--- config.mk ---
export PLATFORM = sky130hd
export DESIGN_NAME = touch_scan_power_mode_control
export DESIGN_NICKNAME = d
export VERILOG_FILES = /design/src/design/touch_scan_pkg.sv /design/src/design/touch_scan_power_mode_control.sv
export SDC_FILE = /design/constraint.sdc
export NUM_CORES = 1
export LEC_CHECK = 0
export ABC_CLOCK_PERIOD_IN_PS = 8050
export BUFFER_PORTS_ARGS = -buffer_cell sky130_fd_sc_hd__buf_2
export CORE_UTILIZATION = 40
export DETAILED_ROUTE_END_ITERATION = 10
export GPL_TIMING_DRIVEN = 0
export SLEW_MARGIN = 15
export SYNTH_ARGS = -nofsm -noshare
export SYNTH_HDL_FRONTEND = slang
export SYNTH_SLANG_ARGS = --single-unit
--- constraint.sdc ---
create_clock -name clk -period 8.05 [get_ports clk]
set_clock_uncertainty 0.15 [all_clocks]
set_input_delay 0.4025 -clock clk [delete_from_list [all_inputs] [get_ports clk]]
set_output_delay 0.4025 -clock clk [all_outputs]
set_load 0.05 [all_outputs]
--- src/design/touch_scan_pkg.sv ---
// Shared constants and types for the touch scan power and mode controller.
// Assumes a 10 MHz system clock.
package touch_scan_pkg;
	localparam int CLK_HZ = 10000000;
	localparam int CYC_PER_MS = CLK_HZ / 1000;
	localparam int NBTN = 10;
	localparam int FEW_BTN_LIMIT = 5;
	localparam int BASE_FAST_MS = 25;
	localparam int BASE_MID_MS = 35;
	localparam int BASE_SLOW_MS = 55;
	localparam int PERIOD_MIN_MS = 25;
	localparam int PERIOD_MAX_MS = 561;
	localparam int WAKE_NORMAL_MS = 20;
	localparam int WAKE_HIGH_MS = 50;
	localparam int SCAN_TIME_CYC = 16;
	localparam int DEBOUNCE_MIN = 1;
	localparam int DEBOUNCE_MAX = 255;
	localparam logic [2:0] MODE_OPERATING = 3'h0;
	localparam logic [2:0] MODE_LED_CFG = 3'h1;
	localparam logic [2:0] MODE_DEV_CFG = 3'h2;
	localparam logic [2:0] MODE_LINE_TEST = 3'h3;
	localparam logic [2:0] MODE_DEBUG = 3'h4;
	localparam logic [2:0] MODE_RESET = 3'h0;

	typedef enum logic [2:0]
	{
		REGMODE_OPERATING,
		REGMODE_LED_CFG,
		REGMODE_DEV_CFG,
		REGMODE_LINE_TEST,
		REGMODE_DEBUG
	} regmode_t;

	typedef struct packed
	{
		logic response_opt;
		logic high_noise;
		logic [3:0] button_count;
		logic [9:0] period_offset_ms;
	} scan_cfg_t;

	typedef struct packed
	{
		logic write_ctrl;
		logic write_gpo;
		logic write_sleep;
		logic write_reset;
		logic write_mode;
		logic write_debug_sel;
		logic read_status;
		logic read_checksum;
		logic read_ident;
		logic read_diag;
		logic read_debug_data;
		logic led_cfg;
		logic dev_cfg;
	} access_t;
endpackage

--- src/design/touch_scan_power_mode_control.sv ---
// Scan, sleep, deep-sleep handshake, debounce and register-mode control.
// Assumes scan results arrive as a strobe with per-button touch levels,
// and the attention/sleep line enters from a pin.
// Functional notes
// [RULE1] Repeat scan then sleep each period
// [RULE2] Period is base plus offset, clamped
// [RULE3] Base constant from count, optimisation, noise
// [RULE4] Host lowers line, sets bit, waits, raises
// [RULE5] Deep sleep stops every scan
// [RULE6] Deep-sleep bit self-clears on entry
// [RULE7] Line low wakes device from deep sleep
// [RULE8] Wake re-initialises, touches suppressed meanwhile
// [RULE9] Host sets deep-sleep bit by bus write
// [RULE10] Normal noise debounce count formula
// [RULE11] High noise requires full debounce count
// [RULE12] Debounce one to 255 every input
// [RULE13] Five register modes, mode change everywhere
// [RULE14] Operating mode access set
// [RULE15] LED configuration mode settings
// [RULE16] Device configuration mode settings
// [RULE17] Host returns to operating mode after
// [RULE18] Line test mode access set
// [RULE19] Debug mode selects parameter and button
// [RULE20] Line low before any transaction
// [RULE21] Unknown mode code keeps current mode
// [RULE22] Counter clears on untouched scan
`timescale 1ns/10ps
module touch_scan_power_mode_control #(
	parameter int NBTN = touch_scan_pkg::NBTN,
	parameter int WAKE_NORMAL_CYC = touch_scan_pkg::WAKE_NORMAL_MS * touch_scan_pkg::CYC_PER_MS,
	parameter int WAKE_HIGH_CYC = touch_scan_pkg::WAKE_HIGH_MS * touch_scan_pkg::CYC_PER_MS,
	parameter int CYC_PER_MS = touch_scan_pkg::CYC_PER_MS
)
(
	input wire logic clk,
	input wire logic resetn,
	input wire touch_scan_pkg::scan_cfg_t scan_cfg,
	input wire logic [NBTN*8-1:0] debounce,
	input wire logic sleep_line_in,
	input wire logic sleep_set,
	input wire logic mode_write,
	input wire logic [2:0] mode_code,
	input wire logic scan_done,
	input wire logic [NBTN-1:0] scan_touch,
	output logic scan_start,
	output logic sleeping,
	output logic deep_sleep,
	output logic sleep_request,
	output logic reinit,
	output logic [NBTN-1:0] touch_valid,
	output logic [9:0] period_ms,
	output logic [5:0] base_ms,
	output touch_scan_pkg::regmode_t reg_mode,
	output touch_scan_pkg::access_t access
);
	typedef enum logic [2:0]
	{
		ST_SCAN,
		ST_SLEEP,
		ST_DEEP_WAIT,
		ST_DEEP,
		ST_WAKE
	} pstate_t;

	pstate_t state;
	logic line_meta;
	logic line_sync;
	logic line_prev;
	logic [23:0] tick;
	logic [9:0] ms_count;
	logic [31:0] wake_cnt;
	logic [31:0] wake_len;
	logic [10:0] sum_ms;
	logic [NBTN-1:0] first_done;

	// Pin synchroniser
	always_ff @(posedge clk or negedge resetn)
	begin
		if (!resetn)
		begin
			line_meta <= 1'b1;
			line_sync <= 1'b1;
			line_prev <= 1'b1;
		end
		else
		begin
			line_meta <= sleep_line_in;
			line_sync <= line_meta;
			line_prev <= line_sync;
		end
	end

	// [RULE3] Base constant select
	always_comb
	begin
		if (scan_cfg.button_count <= 4'(touch_scan_pkg::FEW_BTN_LIMIT) && scan_cfg.response_opt)
			base_ms = scan_cfg.high_noise ? 6'(touch_scan_pkg::BASE_MID_MS)
				: 6'(touch_scan_pkg::BASE_FAST_MS);
		else
			base_ms = scan_cfg.high_noise ? 6'(touch_scan_pkg::BASE_SLOW_MS)
				: 6'(touch_scan_pkg::BASE_MID_MS);
	end

	// [RULE2] Period sum and clamp
	always_comb
	begin
		sum_ms = 11'(base_ms) + 11'(scan_cfg.period_offset_ms);
		if (sum_ms > 11'(touch_scan_pkg::PERIOD_MAX_MS))
			period_ms = 10'(touch_scan_pkg::PERIOD_MAX_MS);
		else if (sum_ms < 11'(touch_scan_pkg::PERIOD_MIN_MS))
			period_ms = 10'(touch_scan_pkg::PERIOD_MIN_MS);
		else
			period_ms = sum_ms[9:0];
	end

	assign wake_len = scan_cfg.high_noise ? 32'(WAKE_HIGH_CYC) : 32'(WAKE_NORMAL_CYC);

	// [RULE6] Request bit, set wins over clear
	always_ff @(posedge clk or negedge resetn)
	begin
		if (!resetn)
			sleep_request <= 1'b0;
		else if (sleep_set)
			sleep_request <= 1'b1;
		else if (state == ST_DEEP)
			sleep_request <= 1'b0;
	end

	// [RULE1] Scan-sleep cycle and deep sleep flow
	always_ff @(posedge clk or negedge resetn)
	begin
		if (!resetn)
		begin
			state <= ST_SCAN;
			tick <= '0;
			ms_count <= '0;
			wake_cnt <= '0;
		end
		else
		begin
			if (state == ST_SCAN || state == ST_SLEEP)
			begin
				if (tick == 24'(CYC_PER_MS - 1))
				begin
					tick <= '0;
					ms_count <= ms_count + 10'h001;
				end
				else
					tick <= tick + 24'h000001;
			end
			case (state)
				ST_SCAN:
				begin
					if (scan_done)
						state <= ST_SLEEP;
				end
				ST_SLEEP:
				begin
					if (ms_count >= period_ms - 10'h001 && tick == 24'(CYC_PER_MS - 1))
					begin
						ms_count <= '0;
						tick <= '0;
						// [RULE4] At period end a pending request goes to deep wait
						state <= sleep_request ? ST_DEEP_WAIT : ST_SCAN;
					end
				end
				ST_DEEP_WAIT:
				begin
					// [RULE20] Enter only once line released high
					if (line_sync)
						state <= ST_DEEP;
				end
				ST_DEEP:
				begin
					// [RULE7] Falling line wakes
					if (!line_sync && line_prev)
					begin
						state <= ST_WAKE;
						wake_cnt <= '0;
					end
				end
				ST_WAKE:
				begin
					// [RULE8] Re-initialisation time
					if (wake_cnt >= wake_len - 32'h1)
						state <= ST_SCAN;
					else
						wake_cnt <= wake_cnt + 32'h1;
				end
				default:
					state <= ST_SCAN;
			endcase
		end
	end

	// [RULE5] No scans in deep sleep
	always_comb
	begin
		scan_start = (state == ST_SCAN) && ms_count == 10'h000 && tick == 24'h000000;
		sleeping = (state == ST_SLEEP);
		deep_sleep = (state == ST_DEEP) || (state == ST_DEEP_WAIT);
		reinit = (state == ST_WAKE);
	end

	// Per-button debounce
	genvar g;
	generate
		for (g = 0; g < NBTN; g++)
		begin : btn
			logic [7:0] cnt;
			logic [7:0] need;
			logic [7:0] db;
			always_comb
			begin
				// [RULE12] Debounce zero treated as one
				db = (debounce[g*8 +: 8] == 8'h00) ? 8'(touch_scan_pkg::DEBOUNCE_MIN)
					: debounce[g*8 +: 8];
				// [RULE10] Normal noise scan count
				if (!scan_cfg.high_noise)
					need = 8'((db - 8'h01) / 8'h03) + 8'h01 + (first_done[g] ? 8'h00 : 8'h01);
				// [RULE11] High noise scan count
				else
					need = (db == 8'(touch_scan_pkg::DEBOUNCE_MAX) && !first_done[g]) ? 8'hff
						: db + (first_done[g] ? 8'h00 : 8'h01);
			end
			// [RULE22] Consecutive touched scans
			always_ff @(posedge clk or negedge resetn)
			begin
				if (!resetn)
				begin
					cnt <= '0;
					touch_valid[g] <= 1'b0;
					first_done[g] <= 1'b0;
				end
				else if (state == ST_WAKE || deep_sleep)
				begin
					cnt <= '0;
					touch_valid[g] <= 1'b0;
				end
				else if (scan_done && state == ST_SCAN)
				begin
					if (!scan_touch[g])
					begin
						cnt <= '0;
						touch_valid[g] <= 1'b0;
					end
					else if (cnt != 8'hff)
					begin
						cnt <= cnt + 8'h01;
						if (cnt + 8'h01 >= need)
						begin
							touch_valid[g] <= 1'b1;
							first_done[g] <= 1'b1;
						end
					end
				end
			end
			// [RULE8] No touch reported during wake
			chk_wake_no_touch: assert property (@(posedge clk) disable iff (!resetn) // [RULE8]
				$past(state) == ST_WAKE |-> !touch_valid[g])
				else $error("touch reported during wake");
			// [RULE22] Untouched scan clears valid
			chk_release_clears: assert property (@(posedge clk) disable iff (!resetn) // [RULE22]
				scan_done && state == ST_SCAN && !scan_touch[g] |=> !touch_valid[g])
				else $error("valid held after untouched scan");
		end
	endgenerate

	// [RULE21] Mode decode, unknown kept
	always_ff @(posedge clk or negedge resetn)
	begin
		if (!resetn)
			reg_mode <= touch_scan_pkg::REGMODE_OPERATING;
		else if (mode_write)
		begin
			case (mode_code)
				touch_scan_pkg::MODE_OPERATING: reg_mode <= touch_scan_pkg::REGMODE_OPERATING;
				touch_scan_pkg::MODE_LED_CFG: reg_mode <= touch_scan_pkg::REGMODE_LED_CFG;
				touch_scan_pkg::MODE_DEV_CFG: reg_mode <= touch_scan_pkg::REGMODE_DEV_CFG;
				touch_scan_pkg::MODE_LINE_TEST: reg_mode <= touch_scan_pkg::REGMODE_LINE_TEST;
				touch_scan_pkg::MODE_DEBUG: reg_mode <= touch_scan_pkg::REGMODE_DEBUG;
				default: reg_mode <= reg_mode;
			endcase
		end
	end

	// [RULE13] Access set per mode
	always_comb
	begin
		access = '0;
		access.write_mode = 1'b1;
		case (reg_mode)
			touch_scan_pkg::REGMODE_OPERATING:
			begin
				// [RULE14] Operating mode set
				access.write_gpo = 1'b1;
				access.write_sleep = 1'b1;
				access.write_reset = 1'b1;
				access.read_status = 1'b1;
				access.read_checksum = 1'b1;
				access.read_ident = 1'b1;
			end
			// [RULE15] LED configuration set
			touch_scan_pkg::REGMODE_LED_CFG: access.led_cfg = 1'b1;
			// [RULE16] Device configuration set
			touch_scan_pkg::REGMODE_DEV_CFG: access.dev_cfg = 1'b1;
			touch_scan_pkg::REGMODE_LINE_TEST:
			begin
				// [RULE18] Line test set
				access.write_gpo = 1'b1;
				access.read_diag = 1'b1;
				access.read_status = 1'b1;
			end
			touch_scan_pkg::REGMODE_DEBUG:
			begin
				// [RULE19] Debug select and data
				access.write_gpo = 1'b1;
				access.write_debug_sel = 1'b1;
				access.read_debug_data = 1'b1;
				access.read_status = 1'b1;
			end
			default: access.write_mode = 1'b1;
		endcase
		access.write_ctrl = access.write_gpo | access.write_sleep | access.write_reset;
	end

	// [RULE5] No scan in deep sleep
	chk_deep_no_scan: assert property (@(posedge clk) disable iff (!resetn) // [RULE5]
		state == ST_DEEP && line_sync |=> state == ST_DEEP && !scan_start)
		else $error("scan started in deep sleep");
	// [RULE6] Bit clears on entry
	chk_request_clear: assert property (@(posedge clk) disable iff (!resetn) // [RULE6]
		state == ST_DEEP && !sleep_set |=> !sleep_request)
		else $error("deep-sleep bit not cleared");
	// [RULE2] Period bounds
	chk_period_range: assert property (@(posedge clk) disable iff (!resetn) // [RULE2]
		period_ms >= 10'(touch_scan_pkg::PERIOD_MIN_MS)
		&& period_ms <= 10'(touch_scan_pkg::PERIOD_MAX_MS))
		else $error("scan period out of range");
	// [RULE3] Few-button fast base
	chk_base_fast: assert property (@(posedge clk) disable iff (!resetn) // [RULE3]
		scan_cfg.button_count <= 4'(touch_scan_pkg::FEW_BTN_LIMIT) && scan_cfg.response_opt
		&& !scan_cfg.high_noise |-> base_ms == 6'(touch_scan_pkg::BASE_FAST_MS))
		else $error("wrong base constant");
	// [RULE7] Falling line wakes within three cycles
	chk_wake_entry: assert property (@(posedge clk) disable iff (!resetn) // [RULE7]
		state == ST_DEEP && $fell(sleep_line_in) |-> ##[1:3] state == ST_WAKE)
		else $error("no wake on line low");
	// [RULE1] Sleep follows scan completion
	chk_scan_to_sleep: assert property (@(posedge clk) disable iff (!resetn) // [RULE1]
		state == ST_SCAN && scan_done |=> sleeping)
		else $error("no sleep after scan");
	// [RULE21] Unknown code keeps mode
	chk_mode_keep: assert property (@(posedge clk) disable iff (!resetn) // [RULE21]
		mode_write && mode_code > 3'h4 |=> $stable(reg_mode))
		else $error("mode changed on unknown code");
	// [RULE13] Mode change always allowed
	chk_mode_write: assert property (@(posedge clk) disable iff (!resetn) // [RULE13]
		mode_write && mode_code == touch_scan_pkg::MODE_OPERATING
		|=> reg_mode == touch_scan_pkg::REGMODE_OPERATING && access.write_mode)
		else $error("mode change blocked");
endmodule

Word-level counts from Yosys, hierarchy flattened. Cells that the tools add are included. W data, S select, Z words.

Muxes and demuxes: 163. $add $sub $neg: 56. Reductions and logical operators: 83. Div/mod/pow operators: 10. Bitwise gates (word level): 3. Order comparisons: 15. Eq/ne operators: 59.

Operators with widths (count): $mux W8 (70); $add A8 B1 Y8 const B (20); $mux W24 (4); $add A8 B1 Y8 (10); $add A8 B8 Y8 (10); $div A8 B2 Y8 const B (10); $eq A8 B8 Y1 const B (10); $ge A8 B8 Y1 (10); $logic_not A8 Y1 (10); $ne A8 B8 Y1 const B (10); $sub A8 B1 Y8 const B (10); $mux W1 (67); $mux W32 (2); $pmux W32 S2 (1); $mux W10 (6); $ne A3 B1 Y1 const B (20); $reduce_and A5 Y1 (11); $reduce_and A3 Y1 (11); $add A32 B1 Y32 const B (1); $ge A32 B32 Y1 (1); $pmux W3 S5 (2); $add A24 B1 Y24 const B (1); $eq A24 B14 Y1 const B (1); $logic_not A24 Y1 (1); 29 further kinds (90).

Output and inout bits: 47. Logic and storage cells: 428. Input bits: 115. Register bits after elaboration: 176.

Longest topological paths before layout.
Word-level depth: 13. Mapped depth: 36. Gate-level depth less buffers: 33.

Worst setup path after synthesis. Ideal clock, no wire load.

Path type: input to register. From: input debounce[3]. To: register touch_valid[0]. Arrival: 6.722 ns. Setup slack: 1.048 ns. Path buffers: 2. Data required time: 7.770 ns. Library setup time: 0.130 ns. Stages on the path: 33. Cell sequence: or4_1 -> clkbuf_1 -> nor2_1 -> a21oi_1 -> ha_1 -> or3b_1 -> buf_4 -> xor2_1 -> xnor3_1 -> a221o_1 -> a211oi_2 -> a311oi_2 -> nand2b_1 -> o21ai_0 -> ha_1 -> nor3_1 -> mux2_2 -> a32oi_1 -> o311ai_0 -> ha_1 -> inv_1 -> ha_1 -> o22ai_1 -> ha_1 -> a21o_1 -> a21o_1 -> a21o_1 -> a21o_1 -> a21o_1 -> a21o_1 -> a21o_1 -> a21oi_1 -> nor2_1.

Longest elaborated chain between the ends: 10. Elaborated cells on any way between the ends: 14. Those cells by class: add/sub: 4; div: 1; order compare: 1; eq/ne: 2; mux: 3; reduce/logical: 3.

Ends and longest elaborated chain: from (decl) (RTL line touch_scan_power_mode_control.sv:38) `input wire logic [NBTN*8-1:0] debounce,`; $logic_not A8 Y1 (RTL line touch_scan_power_mode_control.sv:216) `db = (debounce[g*8 +: 8] == 8'h00) ? 8'(touch_scan_pkg::DEBOUNCE_MIN)`; $mux W8 (*) (RTL line touch_scan_power_mode_control.sv:216); $sub A8 B1 Y8 (RTL line touch_scan_power_mode_control.sv:220) `need = 8'((db - 8'h01) / 8'h03) + 8'h01 + (first_done[g] ? 8'h00 : 8'h01);`; $div A8 B2 Y8 (RTL line touch_scan_power_mode_control.sv:220); $add A8 B1 Y8 (RTL line touch_scan_power_mode_control.sv:220); $add A8 B8 Y8 (RTL line touch_scan_power_mode_control.sv:220); $mux W8 (*) (RTL line touch_scan_power_mode_control.sv:219) `if (!scan_cfg.high_noise)`; $ge A8 B8 Y1 (*) (RTL line touch_scan_power_mode_control.sv:250) `if (cnt + 8'h01 >= need)`; $ne A3 B1 Y1 (no line) (*); $reduce_and A3 Y1 (no line) (*); to (signal, indexed assignment) (RTL line touch_scan_power_mode_control.sv:232) `touch_valid[g] <= 1'b0;`; to (signal, indexed assignment) (RTL line touch_scan_power_mode_control.sv:245) `touch_valid[g] <= 1'b0;`; to (signal, indexed assignment) (RTL line touch_scan_power_mode_control.sv:252) `touch_valid[g] <= 1'b1;`; to (decl) (RTL line touch_scan_power_mode_control.sv:50) `output logic [NBTN-1:0] touch_valid,`.

Mark *: on every way between the ends. The rest lies on a longest branch, timed or not. A chain may end at the register's enable or synchronous reset.

Worst setup path in the final report. Same ends and word-level chain as after synthesis.

==> impl_metrics.tcl <==
set metrics [dict create \
    boundaryPins 162 \
    ir_drop_uv 147 \
    cp_slowest_cell "or4_1" \
    maxCapViolations 0 \
    finalPower_uw 3130 \
    cts.sinks 176 \
    synthFlopType "dfrtp_1" \
    pre_cts_ws_ps -27.2 \
    nFillCells 5942 \
    gr-usage-all-layers_pct 22.0 \
    synthesis.area_mm2 0.0233 \
    seq_area_mm2 0.00441 \
    grt_overflow 0 \
    rsz0062_at_grt "false" \
    slew_headroom_pct 17.8 \
    grt_pass1_vias 21647 \
    synth_top_cell_by_area "dfrtp_1" \
    maxSlewViolCount 0 \
    arrival_ps 7720 \
    post_dp_cell_area_mm2 0.0249 \
    fp-row-count 88 \
    drtAntennaViolNets 0 \
    cts_tree "yes" \
    antenna_found_initial 14 \
    min_period_ps 7550 \
    finalSetupViolCount 0 \
    first_iter_violations 1875 \
    yosysSeqAreaShare_pct 18.9 \
    netlist_instances 3059 \
    end_kind "flip-flop" \
    path_common_cell "a21o_1" \
    clk_latency_ps 450 \
    worst_pin_slew_ps 1220 \
    stdcell_count 3988 \
    ys_seq_elements 176 \
    reg2reg_from "first_done[2]" \
    p_per_area_mw_per_mm2 122 \
    hold_viol 0 \
    clock_path_buffers 2 \
    nets 3512 \
    clockRootBuffer "clkbuf_16" \
    ys_warn_count 0 \
    status "finished, final reports clean" \
    num_vias 23457 \
    path_class "in -> reg" \
    gp_congestion 0.913 \
    cts_made_buffers 17 \
    dieArea_mm2 0.0593 \
    finalCritPeriodShare_pct 93.8 \
    worstPathMaxFanout 8 \
    max_freq_mhz 132 \
    drive_above_1_share_pct 10.1 \
    wirelength_um 67000 \
    synth_cell_types 126 \
    worstHoldStart "mode_write" \
    io_buffers 123 \
    synth_edf_count 0 \
    dp.cells 3949 \
    grt_pass1_wl_um 111000 \
    hold_class "in -> reg" \
    power_leakage_uw 0.0112 \
    grt_max_degree 96 \
    synth.area.top_cells "dfrtp_1 19%, ha_1 10%, xnor2_1 5.4%" \
    die_width_um 244 \
    core-area_mm2 0.0577 \
    critPathLaunchType "primary input" \
    multi_input_area_mm2 0.0178 \
    wl_per_cell_um 16.8 \
    via_per_inst 5.88 \
    drc_errors 0 \
    avgSynthCellArea_um2 7.63 \
    min_path_cells 2 \
    synth_top_cell_area_share_pct 18.6 \
    critPathRequiredTime_ps 8220 \
    critPathLaunch "debounce[3]" \
    slowest_delay_ps 520 \
    fin_area_mm2 0.0256 \
    fp.dieH_um 244 \
    async_reset_ff_share_pct 100 \
    first_pass_iters 6 \
    path_clk_slew_ps 70 \
    initial_core_util_pct 40.4 \
    dp_hpwl_um 50100 \
    area_delta_synth_final_pct 9.82 \
    reg2regPathDepth 15 \
    worst_slack_ps 499 \
    cts_htree_levels 4 \
]
-- what timing repair did --
item,in CTS,in global routing
hold buffers,3,0
buffers inserted,0,0
setup endpoints to repair,0,3
gates resized for setup,0,3
endpoints found under the hold margin,93,0
-- flip-flops by register name, summed over array words and instances, names as in the netlist --
signal and flops:
btn.cnt 80, first_done 10, line_meta 1, line_prev 1, line_sync 1, ms_count 10, reg_mode 3, sleep_request 1
state 3, tick 24, touch_valid 10, wake_cnt 32
-- worst max-delay path, delay by kind of cell --
family / cells / cell delay (ps)
buffers and inverters: 4 / 590
adder cells (fa/ha/maj): 5 / 1330
AO/OA/AOI/OAI: 16 / 2990
AND/OR/NAND/NOR: 6 / 1330
multiplexers: 1 / 270
XOR/XNOR: 2 / 810
-- layout by cell type (no fill, tap or decap), drive strengths merged, types with 13 or more instances in the layout --
cell and count:
nor2 267, a21o 90, nor3 105, mux2i 29, clkbuf 138, ha 190
dfrtp 173, or3 27, nand2 274, a21oi 144, o22ai 69, and3 53
nand4 57, o21a 17, o41ai 16, or2 13, a211o 21, xor2 121
nor3b 18, a211oi 37, o311ai 13, a32o 13, buf 186, nand3 152
and2 35, o31ai 28, inv 110, or4 23, nor2b 15, nor4 44
nand2b 43, xnor2 144, o211ai 39, o221ai 19, o21ai 206, a31oi 40
-- cell type report --
cell class / instances / area share, %
flip-flops and latches: 176 / 17.2
clock inverters: 14 / 0.645
repair buffers: 127 / 2.67
well taps: 765 / 3.74
diodes: 4 / 0.0391
plain buffers: 182 / 3.10
inverters: 108 / 1.58
multi-input cells: 2594 / 69.4
clock buffers: 18 / 1.67
-- worst paths after layout --
path / endpoint / slack [ps]
setup / recovery: touch_valid[0] / 500
setup reg to reg: touch_valid[2] / 3770
max in group asynchronous: first_done[8] / 6440
hold / removal: reg_mode[1] / 50
min in group asynchronous: wake_cnt[9] / 400
hold reg to reg: line_sync / 210
-- layer usage --
metal | up-vias | wire length [µm] | global-route usage [%]
met5 | - | 105 | 0
met4 | 18 | 1020 | 4.78
met3 | 94 | 3660 | 3.30
met2 | 626 | 30200 | 35.4
met1 | 10971 | 32000 | 31.0
li1 | 11748 | - | -
-- cells in the mapped netlist (21+ instances only) --
cell,instances
and3_1,53
ha_1,190
o22ai_1,68
xnor2_1,143
a211oi_1,33
dfrtp_1,173
a31oi_1,40
a211o_1,21
nand2_1,272
o31ai_1,23
xor2_1,121
or3_1,27
clkbuf_1,118
a21oi_1,139
o211ai_1,38
nor4_1,37
nand4_1,57
a21o_1,90
nand2b_1,43
nor2_1,265
nand3_1,149
o21ai_0,189
and2_1,34
mux2i_1,29
buf_2,40
nor3_1,97
inv_1,102
-- through the flow --
step	setup TNS (ps)	util (%)	hold slack [ps]
finish	0	44.4	46.4
global placement	-792	43.2	196
global route	0	44.4	35.7
CTS	0	44.3	16.7
floorplan	0	-	-43.1
detailed placement	-27.2	43.2	200
-- power by group --
group	switching [µW]	internal (µW)	total, µW	leakage [µW]
Clock	428	419	847	0.000288
Combinational	836	536	1370	0.00861
Sequential	15.1	894	909	0.00228
-- logic make-up (layout without fill, tap and decap cells) --
group	count (synthesis)	in the layout	synth area share (%)
adder cells (fa/ha/maj)	194	194	10.4
AO/OA/AOI/OAI	920	920	27.8
other	1	6	0.0161
XOR/XNOR	270	270	10.5
buffers and inverters	290	449	5.13
AND/OR/NAND/NOR	1171	1171	25.7
flip-flops	176	176	18.9
multiplexers	37	37	1.63
Power figures use the tool's default switching activity.
